==> src/hdl/nvac_pkg.sv <==
package nvac_pkg;

    // Register locations on the special function register port.
    localparam logic [8:0] ADDR_REG_LOC   = 9'h0_00;
    localparam logic [8:0] DATA_REG_LOC   = 9'h0_01;
    localparam logic [7:0] CTRL_LOW_LOC   = 8'h40;
    localparam logic [7:0] CTRL_SECTOR    = 8'h01;
    localparam logic [8:0] CTRL_REG_LOC   = {CTRL_SECTOR[0], CTRL_LOW_LOC};

    // Control register field positions.
    localparam int         RD_POS         = 0;
    localparam int         READ_ENABLE_BIT_POS       = 1;
    localparam int         WR_POS         = 2;
    localparam int         WRITE_ENABLE_BIT_POS       = 3;

    // Values after reset.
    localparam logic [4:0] ADDR_RESET     = 5'h00;
    localparam logic [7:0] DATA_RESET     = 8'h00;
    localparam logic [3:0] CTRL_RESET     = 4'h0;

    // Array geometry.
    localparam int         ARRAY_DEPTH    = 32;
    localparam int         ADDR_WIDTH     = 5;

    // Timing at a 25 MHz core clock.
    localparam int         CLK_PERIOD_NS  = 40;
    localparam int         READ_TIME_NS   = 80;
    localparam int         READ_CYCLES    =
        (READ_TIME_NS + CLK_PERIOD_NS - 1) / CLK_PERIOD_NS;
    localparam logic [1:0] READ_CNT_LAST  = 2'(READ_CYCLES - 1);

    // One-hot access sequencer states.
    typedef enum logic [2:0] {
        NVAC_IDLE  = 3'b001,
        NVAC_READ  = 3'b010,
        NVAC_WRITE = 3'b100
    } nvac_state_t;

endpackage : nvac_pkg

==> src/hdl/nvac_write_timer.sv <==
`timescale 1ns/100ps
// Free running timer tick, brought over into the core clock domain.
module nvac_write_timer (
    input  wire logic core_clk_in,      // Core clock.
    input  wire logic rst_n_in,         // Asynchronous reset, active low.
    input  wire logic timer_tick_in,    // Asynchronous timer level.
    output logic      tick_pulse_out    // One cycle pulse per rising timer edge.
);

    logic sync1_ff;
    logic sync2_ff;
    logic sync3_ff;

    always_ff @(posedge core_clk_in or negedge rst_n_in) begin
        if (!rst_n_in) begin
            sync1_ff <= 1'b0;
            sync2_ff <= 1'b0;
            sync3_ff <= 1'b0;
        end else begin
            sync1_ff <= timer_tick_in;
            sync2_ff <= sync1_ff;
            sync3_ff <= sync2_ff;
        end
    end

    // Only settled stages feed the edge detector.
    assign tick_pulse_out = sync2_ff & ~sync3_ff;

endmodule : nvac_write_timer

==> src/hdl/nvac_access_ctrl.sv <==
`timescale 1ns/100ps
// What this block does
// - Five-bit address register, upper bits read zero.
// - Eight-bit data register, reset to zero.
// - Control register at 40H of sector one.
// - Address and data registers in sector zero.
// - Write enable clear inhibits array writes.
// - Write strobe starts write, hardware clears it.
// - Write strobe ignored unless enable set before.
// - Read enable clear inhibits array reads.
// - Read strobe starts read, hardware clears it.
// - Read strobe ignored unless enable set before.
// - Fetched byte stays until next operation.
// - Array holds thirty-two bytes.
// - Write duration set by asynchronous timer.
// - Each finished write raises done flag.
module nvac_access_ctrl (
    input  wire logic       core_clk_in,     // 25 MHz core clock.
    input  wire logic       rst_n_in,        // Async reset, active low.
    input  wire logic [8:0] sfr_addr_in,     // Sector bit and location.
    input  wire logic       sfr_wr_in,       // Register write strobe.
    input  wire logic [7:0] sfr_wdata_in,    // Register write data.
    output logic      [7:0] sfr_rdata_out,   // Register read data.
    input  wire logic       timer_tick_in,   // Async write timer level.
    output logic            write_done_flag_out // Write finished pulse.
);

    localparam int ADDR_WIDTH_L = nvac_pkg::ADDR_WIDTH;

    logic [ADDR_WIDTH_L-1:0] nvm_address_reg_ff;
    logic [7:0]              nvm_data_reg_ff;
    logic                    write_enable_bit_ff;
    logic                    write_strobe_ff;
    logic                    read_enable_bit_ff;
    logic                    read_strobe_ff;
    logic [ADDR_WIDTH_L-1:0] op_addr_ff;
    logic [7:0]              op_data_ff;
    logic [1:0]              read_cnt_ff;
    logic                    write_done_flag_ff;
    logic [7:0]              cell_mem [nvac_pkg::ARRAY_DEPTH];
    nvac_pkg::nvac_state_t   state_ff;
    logic                    tick_pulse;
    logic                    wr_addr_sel;
    logic                    wr_data_sel;
    logic                    wr_ctrl_sel;
    logic                    start_read;
    logic                    start_write;
    logic                    read_last;

    nvac_write_timer u_timer (
        .core_clk_in    (core_clk_in),
        .rst_n_in       (rst_n_in),
        .timer_tick_in  (timer_tick_in),
        .tick_pulse_out (tick_pulse)
    );

    assign wr_addr_sel = sfr_wr_in &&
                         sfr_addr_in == nvac_pkg::ADDR_REG_LOC;
    assign wr_data_sel = sfr_wr_in &&
                         sfr_addr_in == nvac_pkg::DATA_REG_LOC;
    assign wr_ctrl_sel = sfr_wr_in &&
                         sfr_addr_in == nvac_pkg::CTRL_REG_LOC;

    // Strobes count only if the enable was already stored beforehand.
    assign start_read  = wr_ctrl_sel && state_ff == nvac_pkg::NVAC_IDLE &&
                         sfr_wdata_in[nvac_pkg::RD_POS] &&
                         read_enable_bit_ff &&
                         !sfr_wdata_in[nvac_pkg::WR_POS];
    assign start_write = wr_ctrl_sel && state_ff == nvac_pkg::NVAC_IDLE &&
                         sfr_wdata_in[nvac_pkg::WR_POS] &&
                         write_enable_bit_ff &&
                         !sfr_wdata_in[nvac_pkg::RD_POS];
    assign read_last   = read_cnt_ff == nvac_pkg::READ_CNT_LAST;

    always_ff @(posedge core_clk_in or negedge rst_n_in) begin
        if (!rst_n_in) begin
            nvm_address_reg_ff <= nvac_pkg::ADDR_RESET;
        end else if (wr_addr_sel) begin
            nvm_address_reg_ff <= sfr_wdata_in[ADDR_WIDTH_L-1:0];
        end
    end

    // The fetched byte overwrites software data at the end of a read.
    always_ff @(posedge core_clk_in or negedge rst_n_in) begin
        if (!rst_n_in) begin
            nvm_data_reg_ff <= nvac_pkg::DATA_RESET;
        end else if (state_ff == nvac_pkg::NVAC_READ && read_last) begin
            nvm_data_reg_ff <= cell_mem[op_addr_ff];
        end else if (wr_data_sel) begin
            nvm_data_reg_ff <= sfr_wdata_in;
        end
    end

    always_ff @(posedge core_clk_in or negedge rst_n_in) begin
        if (!rst_n_in) begin
            write_enable_bit_ff <= nvac_pkg::CTRL_RESET[nvac_pkg::WRITE_ENABLE_BIT_POS];
            read_enable_bit_ff  <= nvac_pkg::CTRL_RESET[nvac_pkg::READ_ENABLE_BIT_POS];
        end else if (wr_ctrl_sel) begin
            write_enable_bit_ff <= sfr_wdata_in[nvac_pkg::WRITE_ENABLE_BIT_POS];
            read_enable_bit_ff  <= sfr_wdata_in[nvac_pkg::READ_ENABLE_BIT_POS];
        end
    end

    // Strobes are busy flags: software may only set them, hardware clears.
    always_ff @(posedge core_clk_in or negedge rst_n_in) begin
        if (!rst_n_in) begin
            write_strobe_ff <= nvac_pkg::CTRL_RESET[nvac_pkg::WR_POS];
            read_strobe_ff  <= nvac_pkg::CTRL_RESET[nvac_pkg::RD_POS];
        end else begin
            if (start_write) begin
                write_strobe_ff <= 1'b1;
            end else if (state_ff == nvac_pkg::NVAC_WRITE && tick_pulse) begin
                write_strobe_ff <= 1'b0;
            end
            if (start_read) begin
                read_strobe_ff <= 1'b1;
            end else if (state_ff == nvac_pkg::NVAC_READ && read_last) begin
                read_strobe_ff <= 1'b0;
            end
        end
    end

    always_ff @(posedge core_clk_in or negedge rst_n_in) begin
        if (!rst_n_in) begin
            state_ff    <= nvac_pkg::NVAC_IDLE;
            op_addr_ff  <= nvac_pkg::ADDR_RESET;
            op_data_ff  <= nvac_pkg::DATA_RESET;
            read_cnt_ff <= 2'h0;
        end else begin
            case (state_ff)
                nvac_pkg::NVAC_IDLE: begin
                    read_cnt_ff <= 2'h0;
                    if (start_write) begin
                        op_addr_ff <= nvm_address_reg_ff;
                        op_data_ff <= nvm_data_reg_ff;
                        state_ff   <= nvac_pkg::NVAC_WRITE;
                    end else if (start_read) begin
                        op_addr_ff <= nvm_address_reg_ff;
                        state_ff   <= nvac_pkg::NVAC_READ;
                    end
                end
                nvac_pkg::NVAC_READ: begin
                    read_cnt_ff <= read_cnt_ff + 2'h1;
                    if (read_last) begin
                        state_ff <= nvac_pkg::NVAC_IDLE;
                    end
                end
                nvac_pkg::NVAC_WRITE: begin
                    // Duration is set by the asynchronous timer only.
                    if (tick_pulse) begin
                        state_ff <= nvac_pkg::NVAC_IDLE;
                    end
                end
                default: begin
                    state_ff <= nvac_pkg::NVAC_IDLE;
                end
            endcase
        end
    end

    // The array has no reset, like a real nonvolatile cell block.
    always_ff @(posedge core_clk_in) begin
        if (state_ff == nvac_pkg::NVAC_WRITE && tick_pulse) begin
            cell_mem[op_addr_ff] <= op_data_ff;
        end
    end

    always_ff @(posedge core_clk_in or negedge rst_n_in) begin
        if (!rst_n_in) begin
            write_done_flag_ff <= 1'b0;
        end else begin
            write_done_flag_ff <= state_ff == nvac_pkg::NVAC_WRITE &&
                                  tick_pulse;
        end
    end

    assign write_done_flag_out = write_done_flag_ff;

    always_comb begin
        sfr_rdata_out = 8'h00;
        case (sfr_addr_in)
            nvac_pkg::ADDR_REG_LOC: sfr_rdata_out = {3'h0, nvm_address_reg_ff};
            nvac_pkg::DATA_REG_LOC: sfr_rdata_out = nvm_data_reg_ff;
            nvac_pkg::CTRL_REG_LOC: sfr_rdata_out = {4'h0,
                write_enable_bit_ff, write_strobe_ff,
                read_enable_bit_ff, read_strobe_ff};
            default: sfr_rdata_out = 8'h00;
        endcase
    end

    property p_write_needs_enable;
        @(posedge core_clk_in) disable iff (!rst_n_in)
        $rose(write_strobe_ff) |-> $past(write_enable_bit_ff);
    endproperty
    a_write_needs_enable: assert property (p_write_needs_enable)
        else $error("Write strobe set without prior enable.");

    property p_read_needs_enable;
        @(posedge core_clk_in) disable iff (!rst_n_in)
        $rose(read_strobe_ff) |-> $past(read_enable_bit_ff);
    endproperty
    a_read_needs_enable: assert property (p_read_needs_enable)
        else $error("Read strobe set without prior enable.");

    property p_read_ends;
        @(posedge core_clk_in) disable iff (!rst_n_in)
        $rose(read_strobe_ff) |-> read_strobe_ff[*2] ##1 !read_strobe_ff;
    endproperty
    a_read_ends: assert property (p_read_ends)
        else $error("Read strobe did not clear after two cycles.");

    property p_done_at_write_end;
        @(posedge core_clk_in) disable iff (!rst_n_in)
        $fell(write_strobe_ff) |-> write_done_flag_ff;
    endproperty
    a_done_at_write_end: assert property (p_done_at_write_end)
        else $error("Write end without done flag.");

    property p_done_only_after_write;
        @(posedge core_clk_in) disable iff (!rst_n_in)
        write_done_flag_ff |-> $past(state_ff) == nvac_pkg::NVAC_WRITE;
    endproperty
    a_done_only_after_write: assert property (p_done_only_after_write)
        else $error("Done flag outside a write.");

    property p_data_holds;
        @(posedge core_clk_in) disable iff (!rst_n_in)
        (state_ff == nvac_pkg::NVAC_IDLE && !wr_data_sel)
            |=> $stable(nvm_data_reg_ff);
    endproperty
    a_data_holds: assert property (p_data_holds)
        else $error("Data register changed without an operation.");

    property p_addr_upper_zero;
        @(posedge core_clk_in) disable iff (!rst_n_in)
        sfr_addr_in == nvac_pkg::ADDR_REG_LOC |-> sfr_rdata_out[7:5] == 3'h0;
    endproperty
    a_addr_upper_zero: assert property (p_addr_upper_zero)
        else $error("Address register upper bits not zero.");

    property p_one_op;
        @(posedge core_clk_in) disable iff (!rst_n_in)
        !(read_strobe_ff && write_strobe_ff);
    endproperty
    a_one_op: assert property (p_one_op)
        else $error("Read and write active together.");

    c_read: cover property (@(posedge core_clk_in) $fell(read_strobe_ff));
    c_write: cover property (@(posedge core_clk_in) write_done_flag_ff);
    c_refused: cover property (@(posedge core_clk_in)
        wr_ctrl_sel && sfr_wdata_in[nvac_pkg::WR_POS] && !start_write);

endmodule : nvac_access_ctrl

==> config.mk <==
export PLATFORM = sky130hd
export DESIGN_NAME = nvac_access_ctrl
export DESIGN_NICKNAME = d
export VERILOG_FILES = /design/src/hdl/nvac_pkg.sv /design/src/hdl/nvac_write_timer.sv /design/src/hdl/nvac_access_ctrl.sv
export SDC_FILE = /design/constraint.sdc
export NUM_CORES = 1
export LEC_CHECK = 0
export BUFFER_PORTS_ARGS = -buffer_cell sky130_fd_sc_hd__buf_2
export CAP_MARGIN = 20
export CORE_MARGIN = 3
export CORE_UTILIZATION = 50
export CTS_BUF_LIST = sky130_fd_sc_hd__clkbuf_4
export DETAILED_ROUTE_END_ITERATION = 6
export GPL_TIMING_DRIVEN = 0
export MAX_ROUTING_LAYER = met4
export PLACE_DENSITY = 0.69
export SLEW_MARGIN = 30
export SYNTH_ARGS = -nofsm -noshare
export SYNTH_HDL_FRONTEND = slang
export SYNTH_SLANG_ARGS = --single-unit
==> constraint.sdc <==
create_clock -name core_clk_in -period 1.9 [get_ports core_clk_in]
set_input_delay 0.095 -clock core_clk_in [delete_from_list [all_inputs] [get_ports core_clk_in]]
set_output_delay 0.095 -clock core_clk_in [all_outputs]
set_load 0.02 [all_outputs]
==> flow_metrics.tcl <==
set metrics [dict create \
    cp-start-kind "register" \
    cp-startpoint "op_addr_ff[0]" \
    h-tree-depth 3 \
    synthTopCellsByArea "edfxtp_1, dfrtp_1, mux4_2" \
    fin_crit_ns 2.100 \
    hold_viol_final 0 \
    critPathCapture "nvm_data_reg_ff[6]" \
    nFillCells 1465 \
    relSlewSlack_pct 43.28 \
    dpl.cell_count 1010 \
    ys_seq_elements 295 \
    syn_area_um2 11910 \
    cts_buffers 73 \
    synth_commonest_cells "edfxtp_1, mux2i_1, nor2_1" \
    routed_wl_um 33900 \
    netlist_instances 669 \
    setup_slack_ns -0.2003 \
    power_density_nw_per_um2 802.1 \
    rsz0062_at_grt "yes" \
    synth_edf_count 256 \
    track_usage_pct 26.92 \
    start_util_pct 51.80 \
    yosysSeqAreaShare_pct 72.77 \
    critPathRequiredTime_ns 2.51 \
    core_area_um2 22980 \
    r2r_end "nvm_data_reg_ff[6]" \
    drive_gt1_share_pct 45.88 \
    layoutNonFillerInstCount 1225 \
    setup_viol 148 \
    yosysTopAreaCellShare_pct 64.56 \
    cellLeakagePower_nw 4.639 \
    async_reset_ff_share_pct 13.22 \
    fin_skew_ns 0.04961 \
    cp_common_cell "buf_12" \
    regArea_um2 8678 \
    max-cap-violations 0 \
    yosys_warnings 0 \
    worstMarginPinSlew_ns 0.8507 \
    violations "design-rule violations, negative setup slack" \
    insertion_delay_ns 0.70 \
    ys.flop_type "edfxtp_1" \
    path_clk_slew_ns 0.07 \
    portBuffers 28 \
    synthToLayoutAreaGrowth_pct 29.15 \
    grt_pass1_wl_um 49420 \
    overflow 0 \
    synth.most_common_cell "edfxtp_1" \
    ir_drop_mv 0.3358 \
    multi_input_area_um2 3661 \
    num_io_pins 30 \
    clock_path_buffers 3 \
    timing.final.crit_share_pct 110.5 \
    crit_chain "buf_12, buf_12, buf_8, buf_4, nor2b_1, a2bb2oi_2, nand3_1, a22oi_2, a2bb2oi_1" \
    clock-sinks 295 \
    drt-wirelength-per-cell_um 27.68 \
    path_max_fanout 7 \
    cp.depth 9 \
    crit_type "register to register" \
    synth_nets 691 \
    hold_depth 4 \
    drt-pass1-iter-count 7 \
    min_path_type "primary input to register" \
    grt_pass1_vias 7912 \
    total_power_mw 12.33 \
    dieArea_um2 25700 \
    fp.dieH_um 160.3 \
    status "finished with violations" \
    synth_top_cell_by_area "edfxtp_1" \
    antenna_found_initial 1 \
    r2r_cells 9 \
    worst-path-buf-inv 4 \
    path_delay_family "compound AO/OA/AOI/OAI gates" \
    dp_hpwl_um 19440 \
    num_vias 7601 \
    drt_iter0_drc 981 \
    arrival_ns 2.71 \
    reg2reg_from "op_addr_ff[0]" \
    vias_per_cell 6.205 \
    cp-end-kind "register" \
    syn_avg_cell_area_um2 17.80 \
    clockRootBuffer "clkbuf_4" \
    synth_cell_type_count 65 \
    rows 55 \
    slowest_delay_ns 0.41 \
    cts_tree "built" \
    postRouteAntennaNets 0 \
    nets 878 \
    ff2ff_setup_slack_ns -0.20 \
    die_w_um 160.3 \
    fmax_mhz 476.1 \
    route.detailed.drc 20 \
    crit_path_top_delay_cell "dfrtp_1" \
    finalMaxSlewViolations 0 \
    grt_start_max_net_pins 40 \
    gp_congestion 1.014 \
]
-- power by group --
part	internal, mW	switching (mW)
combinational	0.0513	0.0487
clock	2.73	2.54
sequential	6.96	0.0127
total	9.73	2.60
-- timing repair --
| item | CTS | global route |
|---|---|---|
| buffers inserted | 60 | 10 |
| resized for setup | 159 | 39 |
| hold endpoints to repair | 57 | 0 |
| setup endpoints to repair | 272 | 242 |
| pin swaps | 36 | 11 |
| gates cloned | 1 | 2 |
| hold buffers | 15 | 0 |
-- kinds of logic (layout without fill, tap and decap cells) --
kind of cell	count (synthesis)	after routing	share of synthesized area [%]
adders and majority gates	1	1	0.1051
muxes	112	112	13.94
DFF	295	295	72.77
other	0	1	0
and+or+nand+nor	140	140	6.032
AOI/OAI and AO/OA	76	76	5.034
buffers and inverters	45	287	2.112
-- registers in the layout, indices dropped and copies added (netlist names), 2 cells and up --
signal	cells
cell_mem	256
nvm_data_reg_ff	8
op_data_ff	8
nvm_address_reg_ff	5
op_addr_ff	5
state_ff	3
read_cnt_ff	2
-- worst register-to-register path: cells and delay by family (launching register included) --
| family | cells | cell delay, ns |
|---|---|---|
| AOI/OAI and AO/OA | 3 | 0.70 |
| buffers and inverters | 4 | 0.60 |
| DFF | 1 | 0.41 |
| and+or+nand+nor | 2 | 0.31 |
-- cell usage in the layout, fill, tap and decap left out, types with 4 or more instances in the layout --
| master | instances |
|---|---|
| mux2i_1 | 35 |
| o21ai_0 | 5 |
| o22ai_1 | 7 |
| buf_2 | 31 |
| nand2_2 | 5 |
| nand3_1 | 10 |
| nor2_4 | 32 |
| nand2b_1 | 7 |
| nor3_1 | 8 |
| inv_2 | 7 |
| dfrtp_1 | 27 |
| mux2_4 | 5 |
| nand2_1 | 24 |
| buf_12 | 37 |
| mux2i_4 | 5 |
| buf_4 | 36 |
| a222oi_1 | 4 |
| a32oi_1 | 9 |
| buf_6 | 15 |
| inv_1 | 6 |
| clkbuf_4 | 107 |
| clkinv_1 | 16 |
| nor2_1 | 7 |
| mux2_2 | 19 |
| o31ai_1 | 4 |
| mux2i_2 | 7 |
| dfrtp_2 | 11 |
| nand3_4 | 4 |
| dlygate4sd3_1 | 15 |
| edfxtp_1 | 256 |
| buf_8 | 5 |
| mux4_2 | 39 |
| nor2_2 | 5 |
-- cell type report --
type / count / area share, %
well taps: 313 / 2.547
flip-flops and latches: 295 / 56.44
clock inverters: 23 / 0.7649
multi-input cells: 329 / 23.81
clock buffers: 107 / 5.224
plain buffers: 31 / 2.506
repair buffers: 115 / 8.397
diodes: 1 / 0.01627
inverters: 11 / 0.3011
-- stage by stage --
step	util (%)	setup WS [ns]	hold WS, ns	setup TNS (ns)	area, µm²
floorplan	-	-0.1175	-0.2006	-14.86	11990
global placement	54.50	-0.9526	0.2085	-169.25	12530
detailed placement	54.53	-1.090	0.2122	-181.93	12530
CTS	65.76	-0.1124	0.01750	-4.693	15110
global route	66.90	-0.2185	0.02983	-16.30	15380
finish	66.90	-0.2003	0.01946	-12.20	15380
-- layer usage --
metal  vias to the layer above  global-route usage [%]  wire length [µm]
met5                         -                       -                 0
met4                         0                   13.81              1728
met3                       145                   7.841              3564
met2                       538                   41.95             16310
met1                      3787                   32.22             12310
li1                       3131                       -                 -
-- how the worst min path moves through the flow --
| stage | endpoint | slack, ns | start |
|---|---|---|---|
| after floorplan | nvm_address_reg_ff[0] | -0.20 | rst_n_in |
| after global placement | u_timer.sync1_ff | 0.21 | timer_tick_in |
| after detailed placement | u_timer.sync1_ff | 0.21 | timer_tick_in |
| after CTS | nvm_address_reg_ff[4] | 0.02 | sfr_addr_in[0] |
| after global routing | u_timer.sync1_ff | 0.03 | timer_tick_in |
| final | nvm_address_reg_ff[4] | 0.02 | sfr_addr_in[0] |
(Power assumes the default switching activity.)
